--- src/design/tcmp_pkg.sv ---
// package: register map, fields and constants of the compare timer
package tcmp_pkg;
  localparam int DATA_W = 32;
  localparam int ADDR_W = 8;
  localparam int CNT_W = 16;
  localparam int NUM_CH = 8;
  localparam int CH_W = 3;

  // register byte addresses
  localparam logic [ADDR_W-1:0] OFS_COUNT = 8'h00;
  localparam logic [ADDR_W-1:0] OFS_SYSCTL = 8'h04;
  localparam logic [ADDR_W-1:0] OFS_OUTCTL1 = 8'h08;
  localparam logic [ADDR_W-1:0] OFS_OUTCTL2 = 8'h0C;
  localparam logic [ADDR_W-1:0] OFS_PINCFG = 8'h10;
  localparam logic [ADDR_W-1:0] OFS_CMP_BASE = 8'h20;

  // system control field positions
  localparam int SC_RUN_BIT = 7;
  localparam int SC_WAITSTOP_BIT = 6;
  localparam logic [7:0] SC_IMPL_MASK = 8'hC0;

  // pin config: low byte mask, high byte disconnect
  localparam int PC_MASK_LSB = 0;
  localparam int PC_DISC_LSB = 8;

  // reset values
  localparam logic [7:0] SYSCTL_RST = 8'h00;
  localparam logic [7:0] OUTCTL_RST = 8'h00;
  localparam logic [7:0] MASK_RST = 8'h00;
  localparam logic [7:0] DISC_RST = 8'h00;
  localparam logic [CNT_W-1:0] CMP_RST = 16'h0000;

  // timing
  localparam int PRESCALE_DIV = 1;
  localparam int ACC_DIV = 64;

  // pin actions, encoded {mode,level}
  localparam logic [1:0] ACT_NONE = 2'h0;
  localparam logic [1:0] ACT_TOGGLE = 2'h1;
  localparam logic [1:0] ACT_CLEAR = 2'h2;
  localparam logic [1:0] ACT_SET = 2'h3;

  // AXI responses
  localparam logic [1:0] RESP_OKAY = 2'h0;
  localparam logic [1:0] RESP_SLVERR = 2'h2;
endpackage

--- src/design/tcmp_prescaler.sv ---
// prescaler: count tick and divide-by-64 accumulator clock
`timescale 1ns/10ps
module tcmp_prescaler #(
  parameter int DIV = tcmp_pkg::PRESCALE_DIV,
  parameter int ACC = tcmp_pkg::ACC_DIV
) (
  input wire logic clk_sys,
  input wire logic resetn,
  input wire logic clkEn,
  input wire logic active,
  output logic tick,
  output logic accTick
);
  import tcmp_pkg::*;

  typedef struct packed {
    logic [15:0] pre;
    logic [15:0] acc;
    logic accTick;
  } pre_s;

  pre_s st_q;
  pre_s st_d;

  // tick is the terminal count of the prescaler
  assign tick = active && (st_q.pre == 16'((DIV > 0 ? DIV : 1) - 1));
  assign accTick = st_q.accTick;

  // prescaler halts with the timer, so the accumulator clock stops too
  always_comb begin
    st_d = st_q;
    st_d.accTick = 1'b0;
    if (active) begin
      if (tick) begin
        st_d.pre = 16'h0000;
        if (st_q.acc == 16'(ACC - 1)) begin
          st_d.acc = 16'h0000;
          st_d.accTick = 1'b1;
        end else begin
          st_d.acc = st_q.acc + 16'h0001;
        end
      end else begin
        st_d.pre = st_q.pre + 16'h0001;
      end
    end
  end

  always_ff @(posedge clk_sys or negedge resetn) begin
    if (!resetn) begin
      st_q <= '0;
    end else if (clkEn) begin
      st_q <= st_d;
    end
  end
endmodule

--- src/design/tcmp_channel.sv ---
// one output compare channel: match detect and pin action
`timescale 1ns/10ps
module tcmp_channel (
  input wire logic clk_sys,
  input wire logic resetn,
  input wire logic clkEn,
  input wire logic countStep,
  input wire logic [tcmp_pkg::CNT_W-1:0] count,
  input wire logic [tcmp_pkg::CNT_W-1:0] compareValue,
  input wire logic [1:0] action,
  output logic chanOut,
  output logic matchPulse
);
  import tcmp_pkg::*;

  typedef struct packed {
    logic out;
    logic match;
  } ch_s;

  ch_s st_q;
  ch_s st_d;

  assign chanOut = st_q.out;
  assign matchPulse = st_q.match;

  // match only on a counting step so each count value fires once
  always_comb begin
    st_d = st_q;
    st_d.match = 1'b0;
    if (countStep && (count == compareValue)) begin
      st_d.match = 1'b1;
      case (action)
        ACT_NONE: st_d.out = st_q.out;
        ACT_TOGGLE: st_d.out = ~st_q.out;
        ACT_CLEAR: st_d.out = 1'b0;
        ACT_SET: st_d.out = 1'b1;
        default: st_d.out = st_q.out;
      endcase
    end
  end

  always_ff @(posedge clk_sys or negedge resetn) begin
    if (!resetn) begin
      st_q <= '0;
    end else if (clkEn) begin
      st_q <= st_d;
    end
  end
endmodule

--- src/design/timer_counter_output_compare.sv ---
// top: 16-bit compare timer with AXI4-Lite register slave
// Summary of operation
// - the 16-bit counter counts up on each prescaled tick while enabled.
// - count writes are ignored unless special mode is asserted.
// - first period after a count write may be short or long.
// - run enable bit 7 clear stops the whole timer and counter.
// - divide-by-64 accumulator clock comes from the prescaler, absent when idle.
// - stop-in-wait bit 6 set halts the timer during wait mode.
// - stop-in-wait also halts the accumulator clock during wait.
// - mode/level pair picks none, toggle, clear or set on a compare.
// - mode or level set makes the pin an output from the channel.
// - a channel drives its pin only with its disconnect bit clear.
// - unimplemented control bits ignore writes and read as zero.
`timescale 1ns/10ps
module timer_counter_output_compare #(
  parameter int DIV = tcmp_pkg::PRESCALE_DIV,
  parameter int ACC = tcmp_pkg::ACC_DIV
) (
  input wire logic clk_sys,
  input wire logic resetn,
  input wire logic clkEn,
  input wire logic specialMode,
  input wire logic waitMode,
  input wire logic [tcmp_pkg::ADDR_W-1:0] s_axi_awaddr,
  input wire logic s_axi_awvalid,
  output logic s_axi_awready,
  input wire logic [tcmp_pkg::DATA_W-1:0] s_axi_wdata,
  input wire logic [3:0] s_axi_wstrb,
  input wire logic s_axi_wvalid,
  output logic s_axi_wready,
  output logic [1:0] s_axi_bresp,
  output logic s_axi_bvalid,
  input wire logic s_axi_bready,
  input wire logic [tcmp_pkg::ADDR_W-1:0] s_axi_araddr,
  input wire logic s_axi_arvalid,
  output logic s_axi_arready,
  output logic [tcmp_pkg::DATA_W-1:0] s_axi_rdata,
  output logic [1:0] s_axi_rresp,
  output logic s_axi_rvalid,
  input wire logic s_axi_rready,
  output logic [tcmp_pkg::NUM_CH-1:0] compareChannelOutput,
  output logic [tcmp_pkg::NUM_CH-1:0] compareOutputEnable,
  output logic [tcmp_pkg::NUM_CH-1:0] compareMatch,
  output logic accumulatorTick
);
  import tcmp_pkg::*;

  typedef struct packed {
    logic [CNT_W-1:0] count;
    logic [7:0] sysCtl;
    logic [7:0] outCtl1;
    logic [7:0] outCtl2;
    logic [7:0] mask;
    logic [7:0] disc;
    logic [NUM_CH-1:0][CNT_W-1:0] cmp;
    logic awHeld;
    logic [ADDR_W-1:0] awAddr;
    logic wHeld;
    logic [DATA_W-1:0] wData;
    logic [3:0] wStrb;
    logic bValid;
    logic [1:0] bResp;
    logic rValid;
    logic [DATA_W-1:0] rData;
    logic [1:0] rResp;
  } top_s;

  top_s st_q;
  top_s st_d;

  logic timerActive;
  logic tick;
  logic [NUM_CH-1:0] chanOut;

  // register selected by an address, one-hot
  typedef enum logic [6:0] {
    SEL_COUNT = 7'h01,
    SEL_SYSCTL = 7'h02,
    SEL_OUTCTL1 = 7'h04,
    SEL_OUTCTL2 = 7'h08,
    SEL_PINCFG = 7'h10,
    SEL_CMP = 7'h20,
    SEL_NONE = 7'h40
  } reg_sel_e;

  // byte-lane merge of a write into an existing word
  function automatic logic [DATA_W-1:0] mergeBytes(
    input logic [DATA_W-1:0] old,
    input logic [DATA_W-1:0] data,
    input logic [3:0] strb
  );
    logic [DATA_W-1:0] res;
    res = old;
    for (int i = 0; i < 4; i++) begin
      if (strb[i]) begin
        res[8*i +: 8] = data[8*i +: 8];
      end
    end
    return res;
  endfunction

  // action code {mode,level} for one channel; channel 0..3 in ctl2, 4..7 in ctl1
  function automatic logic [1:0] chanAction(
    input logic [7:0] ctl1,
    input logic [7:0] ctl2,
    input int ch
  );
    logic [15:0] both;
    both = {ctl1, ctl2};
    return both[2*ch +: 2];
  endfunction

  // true when address falls in the compare window
  function automatic logic isCmp(input logic [ADDR_W-1:0] a);
    return (a >= OFS_CMP_BASE) && (a < OFS_CMP_BASE + 8'(4 * NUM_CH));
  endfunction

  // one decode shared by the write and read paths, so the two maps cannot drift
  function automatic reg_sel_e regSelect(input logic [ADDR_W-1:0] a);
    reg_sel_e sel;
    sel = SEL_NONE;
    if (a == OFS_COUNT) begin
      sel = SEL_COUNT;
    end else if (a == OFS_SYSCTL) begin
      sel = SEL_SYSCTL;
    end else if (a == OFS_OUTCTL1) begin
      sel = SEL_OUTCTL1;
    end else if (a == OFS_OUTCTL2) begin
      sel = SEL_OUTCTL2;
    end else if (a == OFS_PINCFG) begin
      sel = SEL_PINCFG;
    end else if (isCmp(a)) begin
      sel = SEL_CMP;
    end
    return sel;
  endfunction

  // timer runs with run enable set, unless halted in wait mode
  assign timerActive = st_q.sysCtl[SC_RUN_BIT]
    && !(waitMode && st_q.sysCtl[SC_WAITSTOP_BIT]);

  tcmp_prescaler #(
    .DIV(DIV),
    .ACC(ACC)
  ) u_pre (
    .clk_sys(clk_sys),
    .resetn(resetn),
    .clkEn(clkEn),
    .active(timerActive),
    .tick(tick),
    .accTick(accumulatorTick)
  );

  // compare channels
  for (genvar g = 0; g < NUM_CH; g++) begin : g_ch
    logic [1:0] act;
    assign act = chanAction(st_q.outCtl1, st_q.outCtl2, g);
    tcmp_channel u_ch (
      .clk_sys(clk_sys),
      .resetn(resetn),
      .clkEn(clkEn),
      .countStep(tick),
      .count(st_q.count),
      .compareValue(st_q.cmp[g]),
      .action(act),
      .chanOut(chanOut[g]),
      .matchPulse(compareMatch[g])
    );
    // pin is driven when mode or level set and not disconnected
    assign compareOutputEnable[g] = (act != ACT_NONE)
      && !st_q.disc[g];
  end

  assign compareChannelOutput = chanOut;

  // bus handshakes: accept each half once, answer when both held;
  // readies drop with the clock enable so no request is lost while frozen
  assign s_axi_awready = clkEn && !st_q.awHeld && !st_q.bValid;
  assign s_axi_wready = clkEn && !st_q.wHeld && !st_q.bValid;
  // limitation: a response taken while frozen is offered again
  assign s_axi_bvalid = st_q.bValid;
  assign s_axi_bresp = st_q.bResp;
  assign s_axi_arready = clkEn && !st_q.rValid;
  assign s_axi_rvalid = st_q.rValid;
  assign s_axi_rdata = st_q.rData;
  assign s_axi_rresp = st_q.rResp;

  // next state: counter, register writes, read mux
  always_comb begin
    logic [DATA_W-1:0] wd;
    logic [ADDR_W-1:0] ra;
    logic [2:0] idx;
    logic countWritten;
    wd = '0;
    ra = '0;
    idx = '0;
    countWritten = 1'b0;
    st_d = st_q;

    if (s_axi_awvalid && s_axi_awready) begin
      st_d.awHeld = 1'b1;
      st_d.awAddr = s_axi_awaddr;
    end
    if (s_axi_wvalid && s_axi_wready) begin
      st_d.wHeld = 1'b1;
      st_d.wData = s_axi_wdata;
      st_d.wStrb = s_axi_wstrb;
    end
    if (s_axi_bvalid && s_axi_bready) begin
      st_d.bValid = 1'b0;
    end

    // perform write once both halves are held
    if (st_q.awHeld && st_q.wHeld) begin
      st_d.awHeld = 1'b0;
      st_d.wHeld = 1'b0;
      st_d.bValid = 1'b1;
      st_d.bResp = RESP_OKAY;
      case (regSelect(st_q.awAddr))
        SEL_COUNT: begin
          // count writes only land in special mode; prescaler not realigned
          if (specialMode) begin
            wd = mergeBytes({16'h0000, st_q.count}, st_q.wData, st_q.wStrb);
            st_d.count = wd[CNT_W-1:0];
            countWritten = 1'b1;
          end
        end
        SEL_SYSCTL: begin
          wd = mergeBytes({24'h000000, st_q.sysCtl}, st_q.wData, st_q.wStrb);
          st_d.sysCtl = wd[7:0] & SC_IMPL_MASK;
        end
        SEL_OUTCTL1: begin
          wd = mergeBytes({24'h000000, st_q.outCtl1}, st_q.wData, st_q.wStrb);
          st_d.outCtl1 = wd[7:0];
        end
        SEL_OUTCTL2: begin
          wd = mergeBytes({24'h000000, st_q.outCtl2}, st_q.wData, st_q.wStrb);
          st_d.outCtl2 = wd[7:0];
        end
        SEL_PINCFG: begin
          wd = mergeBytes({16'h0000, st_q.disc, st_q.mask}, st_q.wData, st_q.wStrb);
          st_d.mask = wd[PC_MASK_LSB +: 8];
          st_d.disc = wd[PC_DISC_LSB +: 8];
        end
        SEL_CMP: begin
          idx = st_q.awAddr[4:2];
          wd = mergeBytes({16'h0000, st_q.cmp[idx]}, st_q.wData, st_q.wStrb);
          st_d.cmp[idx] = wd[CNT_W-1:0];
        end
        default: begin
          st_d.bResp = RESP_SLVERR;
        end
      endcase
    end

    // counter steps on a prescaler tick; a software write takes precedence
    if (tick && !countWritten) begin
      st_d.count = st_q.count + 16'h0001;
    end

    // read channel: answer one cycle after address taken
    if (s_axi_rvalid && s_axi_rready) begin
      st_d.rValid = 1'b0;
    end
    if (s_axi_arvalid && s_axi_arready) begin
      ra = s_axi_araddr;
      st_d.rValid = 1'b1;
      st_d.rResp = RESP_OKAY;
      st_d.rData = '0;
      case (regSelect(ra))
        SEL_COUNT: begin
          st_d.rData = {16'h0000, st_q.count};
        end
        SEL_SYSCTL: begin
          st_d.rData = {24'h000000, st_q.sysCtl};
        end
        SEL_OUTCTL1: begin
          st_d.rData = {24'h000000, st_q.outCtl1};
        end
        SEL_OUTCTL2: begin
          st_d.rData = {24'h000000, st_q.outCtl2};
        end
        SEL_PINCFG: begin
          st_d.rData = {16'h0000, st_q.disc, st_q.mask};
        end
        SEL_CMP: begin
          idx = ra[4:2];
          st_d.rData = {16'h0000, st_q.cmp[idx]};
        end
        default: begin
          st_d.rResp = RESP_SLVERR;
        end
      endcase
    end
  end

  // state register; clock enable freezes everything
  always_ff @(posedge clk_sys or negedge resetn) begin
    if (!resetn) begin
      st_q <= '0;
      st_q.sysCtl <= SYSCTL_RST;
      st_q.outCtl1 <= OUTCTL_RST;
      st_q.outCtl2 <= OUTCTL_RST;
      st_q.mask <= MASK_RST;
      st_q.disc <= DISC_RST;
      st_q.cmp <= {NUM_CH{CMP_RST}};
    end else if (clkEn) begin
      st_q <= st_d;
    end
  end
endmodule

--- config.mk ---
export PLATFORM = sky130hd
export DESIGN_NAME = timer_counter_output_compare
export DESIGN_NICKNAME = d
export VERILOG_FILES = /design/src/design/tcmp_pkg.sv /design/src/design/tcmp_prescaler.sv /design/src/design/tcmp_channel.sv /design/src/design/timer_counter_output_compare.sv
export SDC_FILE = /design/constraint.sdc
export NUM_CORES = 1
export LEC_CHECK = 0
export ABC_AREA = 1
export CAP_MARGIN = 20
export CORE_UTILIZATION = 60
export CTS_BUF_LIST = sky130_fd_sc_hd__clkbuf_4 sky130_fd_sc_hd__clkbuf_8 sky130_fd_sc_hd__clkbuf_16
export DETAILED_ROUTE_END_ITERATION = 12
export DONT_BUFFER_PORTS = 1
export PLACE_DENSITY = 0.88
export SETUP_SLACK_MARGIN = 0.2
export SLEW_MARGIN = 25
export SYNTH_ARGS = -nofsm -noshare
export SYNTH_HDL_FRONTEND = slang
export SYNTH_SLANG_ARGS = --single-unit
--- constraint.sdc ---
create_clock -name clk_sys -period 4.2 [get_ports clk_sys]
set_clock_uncertainty 0.05 [all_clocks]
set_input_delay 0.21 -clock clk_sys [delete_from_list [all_inputs] [get_ports clk_sys]]
set_output_delay 0.21 -clock clk_sys [all_outputs]
set_load 0.05 [all_outputs]
**Word-level counts from Yosys, hierarchy flattened**

Cells that the tools add are included.

- Register bits: 311
- Input port bits: 62

- Equality and inequality tests: 53
- Reduce and logical (&&, ||, !) cells: 104
- Bitwise logic cells: 16
- Muxes and demuxes: 77
- Magnitude comparators: 7
- $add $sub $neg: 3

Operator list:

| operator | count |
|---|---|
| $mux 185 | 1 |
| $mux 16 | 9 |
| $bwmux 128 | 1 |
| $eq 16x16->1 | 8 |
| $mux 128 | 1 |
| $mux 8 | 16 |
| $mux 7 | 14 |
| $bmux 16 s3 | 2 |
| $pmux 16 s6 | 1 |
| $add 16x1->16 const B | 3 |
| $demux 16 s3 | 1 |
| $mux 37 | 1 |
| $mux 35 | 1 |
| $logic_and 1x1->1 | 34 |
| $reduce_bool 2->1 | 17 |
| $eq 2x2->1 const B | 16 |
| $eq 8x4->1 const B | 4 |
| $reduce_and 3->1 | 10 |
| $pmux 1 s3 | 8 |
| $reduce_and 4->1 | 5 |
| $reduce_and 2->1 | 9 |
| $mux 1 | 17 |
| $eq 16x6->1 const B | 1 |
| $eq 2x1->1 const B | 8 |
| other kinds (22) | 72 |

**Depth between registers and ports, before layout**

- Depth in word-level cells: 16
- Gate-level depth with buffers: 12
- Gate-level depth less buffers: 11

**Modules after synthesis**

From an unflattened synthesis, not the netlist that was laid out.

- Cell total of the unflattened synthesis: 3099
- Area total of the unflattened synthesis: 18735.5 µm²

By module, submodules not included:

| module | instances | area each (µm²) | cells each |
|---|---|---|---|
| timer_counter_output_compare | 1 | 12550.8 | 1864 |
| tcmp_channel | 8 | 513.0 | 118 |
| tcmp_prescaler | 1 | 2080.7 | 291 |

**Least setup slack after synthesis**

OpenSTA, ideal clock, no wires.

- Path kind: register to register
- Start point: register st_q, in the netlist s_axi_bvalid
- End point: register st_q[55] in the netlist's numbering
- Path buffers: 1
- Path slack: 1.399 ns
- Library setup time: 0.133 ns
- Stages on the path, launching flop included: 6
- Required time: 4.017 ns
- Arrival: 2.618 ns
- Path through: dfrtp_1 -> nor3_1 -> nand2_1 -> clkbuf_1 -> nor2_1 -> a21oi_1

- Cells in the longest elaborated chain, start to end: 4

RTL lines:

| element | RTL line | RTL |
|---|---|---|
| start: declaration | timer_counter_output_compare.sv:68 | `top_s st_q;` |
| start signal: assignment | timer_counter_output_compare.sv:308 | `st_q <= st_d;` |
| $logic_not 1->1 | timer_counter_output_compare.sv:179 | `assign s_axi_wready = clkEn && !st_q.wHeld && !st_q.bValid;` |
| $logic_and 1x1->1 | timer_counter_output_compare.sv:179 |  |
| via s_axi_wready | timer_counter_output_compare.sv:30 | `output logic s_axi_wready,` |
| $logic_and 1x1->1 | timer_counter_output_compare.sv:204 | `if (s_axi_wvalid && s_axi_wready) begin` |
| $reduce_and 2->1 (no line) | n/a |  |

The timed path passes the listed nets, and every way through them passes these cells.
A chain may end at the register's enable or synchronous reset.

**Worst setup path after layout**

- Start point: register st_q, in the netlist s_axi_bvalid
- End point: register st_q[54] in the netlist's numbering

The elaborated chain is that of the path after synthesis.

==> out/results.txt <==
Status -> complete, but fails checks
Failing checks -> hold timing
Crit path max-delay family -> simple AND/OR/NAND/NOR gates
Initial DRC count -> 2246
Total CTS buffers -> 30
Setup tns final -> 0 ns
Placement Cell Area -> 17200 um^2
WP data required -> 4.62 ns
Synth Area in Adders -> 0.00289
Final Cell Area -> 18700 um^2
First-pass GRT wire length -> 100000 um
Postcts setup bufs -> 0
Max-slew violation count -> 0
Compound-cell area share of the yosys netlist -> 0.0850
DRT Pass-1 Iters -> 6
Die Span Y -> 172 um
CTS Buffer Depth -> 3
Main synth FF type -> dfrtp_1
Final Cycle Share -> 0.787
RSZ-0062 raised after global routing -> false
Reg-to-Reg Start -> s_axi_bvalid
Detailed Route WL -> 67600 um
Worst slew pin tran -> 1.06 ns
Synth unique cells -> 42
Routed wire per std cell -> 22.8 um
Maxcap violations -> 0
Clock Sinks -> 275
Post-route insts no fill -> 2972
Area grow syn2layout -> 7.81%
FFs w/ async S/R, synth -> 1.00
Comb power frac -> 0.391
Final hold violations -> 275
Post-synthesis sequential area ratio -> 0.398
Leak Pwr -> 9.36 nW
FMAX -> 303 MHz
Bufs and invs on worst path -> 2
Die ar. -> 29500 um^2
Core ar. -> 28100 um^2
H-tree depth -> 1
TritonCTS clock tree -> built
Layout cells sized above 1 -> 0.0478
Initial Util -> 0.616
Hold Crit Class -> input pin to asynchronous set/reset pin
Critical path class -> flip-flop to flip-flop
Vias per cell -> 6.12
Stages on the worst setup path -> 6
Worst-path clk slew -> 0.06 ns
Worst path cell trace -> nor3_2 > nand2_1 > nor2_1 > dlygate4sd3_1 > a21oi_1 > dlygate4sd3_1
Post-CTS Hold Fix Bufs -> 38
Fin crit period -> 3.31 ns
Clock Latency Late Sink -> 0.59 ns
Most common cell in the netlist -> nand2_1
CP Launch Type -> flip-flop
Power Density -> 640 nW/um^2
Largest family of logic cells by synthesized area -> simple AND/OR/NAND/NOR gates
R2r worst-path depth -> 6
CP max stage cell -> nor3_2
DRT antenna net count -> 0
Post-DP HPWL -> 46700 um
Cell Area, Synth -> 17300 um^2
Vias in the first global route -> 17115
Largest cells by area after synthesis -> dfrtp_1 40%, nand2_1 24%, nor2_1 5.3%, inv_1 4.5%, nand3_1 3.2%
Final hold slack -> -0.721 ns
Switching share of power -> 0.473
Multiplexer share of the synthesized area -> 0.00181
Setup violation total in the final timing report -> 0
GP Congestion -> 1.05
Total GRT Usage -> 0.461
VDD IR max -> 0.000985 V
Port bufs -> 0
Synth Area in XOR/XNOR -> 0.0359
Root buffer cell -> clkbuf_16
# rows -> 61
Commonest cells in the synthesized netlist -> 1112 x nand2_1, 275 x dfrtp_1, 244 x nor2_1
Ys Warns -> 0
Share of power burned in registers -> 0.374
Setup crit start -> s_axi_bvalid
Final Net Count -> 2636
IO Pins -> 128
Cells after synthesis -> 2606
CP endpoint kind -> flip-flop
Simple-gate share of the synthesized area -> 0.381
Synth top area share -> 0.398
Largest net degree at the start of global routing -> 276
Initial antenna violation count -> 1
Mapped Avg Cell Area -> 6.64 um^2
Grt ovf -> 0
Number of flops mapped to enable cells by yosys -> 0
Max-slew headroom -> 0.292
Sw Pwr -> 0.00564 W
Critical Path AT -> 3.72 ns
# DRC -> 0
DR vias -> 18177
Clock network fraction of design power -> 0.235
Placed cells -> 2878
#FFs+latches synth -> 275
Die width -> 172 um
Largest area contributor in the netlist -> dfrtp_1
P_int -> 0.00630 W
Most frequent CP cell -> dlygate4sd3_1
CP max stage delay -> 0.85 ns
Largest fanout on the critical path -> 6
final timing paths:
path / to / slack, ns
setup reg to reg: st_q[54] / 0.89
min in group clk_sys: s_axi_rdata[7] / 0.02
hold / removal: u_pre.st_q[28] / -0.72
hold reg to reg: st_q[220] / 0.44
max in group asynchronous: g_ch[2].u_ch.matchPulse / 4.42
setup / recovery: st_q[54] / 0.89
kinds of logic after synthesis:
group           Yosys count
compound gates          260
xor+xnor                 71
fa+ha+maj                 4
buf+inv                 373
flops                   275
mux                       3
other cells               1
simple gates           1619
power groups by stage:
stage	registers, W	clock network, W	logic [W]
4_1_cts	0.00441	0.00281	0.00446
3_3_place_gp	0.00441	0	0.00429
3_5_place_dp	0.00444	0	0.00437
2_1_floorplan	0.00391	0	0.00333
6_report	0.00447	0.00281	0.00467
5_1_grt	0.00452	0.00290	0.00498
timing repair:
action                                 CTS  global route
resized for setup                        0             0
setup endpoints to repair                0             0
endpoints found under the hold margin  314           275
through the flow:
step / hold WS [ns] / setup slack [ns] / util / total power, W
4_1_cts: -0.724 / 0.991 / 0.664 / 0.0117
3_3_place_gp: -0.131 / 1.23 / 0.614 / 0.00870
5_1_grt: -0.726 / 0.836 / 0.664 / 0.0124
3_5_place_dp: -0.129 / 1.22 / 0.614 / 0.00881
2_1_floorplan: -0.136 / 1.40 / - / 0.00723
6_report: -0.721 / 0.895 / 0.664 / 0.0119
area by class of cell:
| cell class | instances | area (um^2) |
|---|---|---|
| tap | 378 | 473 |
| multi-input combinational | 1975 | 8860 |
| inverter | 226 | 848 |
| timing repair buffer | 62 | 561 |
| fill | 2468 | 9420 |
| clock buffer | 40 | 868 |
| clock inverter | 15 | 168 |
| antenna | 1 | 2.50 |
| sequential | 275 | 6880 |
layout by cell type, fill, tap and decap left out, types with 5 or more instances in the layout:
cell type	synthesis	layout
a21oi_1	60	60
a22oi_1	13	13
buf_4	55	24
clkbuf_16	0	31
clkbuf_4	0	5
clkinv_1	7	7
clkinv_2	0	6
conb_1	1	18
dfrtp_1	275	275
dlygate4sd3_1	0	38
inv_1	209	209
inv_2	10	10
nand2_1	1112	1112
nand3_1	112	112
nand3b_1	8	8
nand4_1	58	58
nor2_1	244	243
nor2_2	9	9
nor2_4	4	5
nor3_1	47	45
o211ai_1	18	18
o21a_1	7	7
o21ai_0	99	99
o21ai_1	24	24
o22ai_1	25	25
or2_2	9	9
xnor2_1	19	19
xor2_1	52	52
per-layer routing:
metal	up-vias	GRT usage	part of all wire
met2	1292	0.716	0.44
met4	0	0.314	0.077
li1	8076	-	-
met3	305	0.0900	0.11
met1	8504	0.585	0.37
met5	-	0	0
No activity file was read; power rests on OpenSTA's default activity.
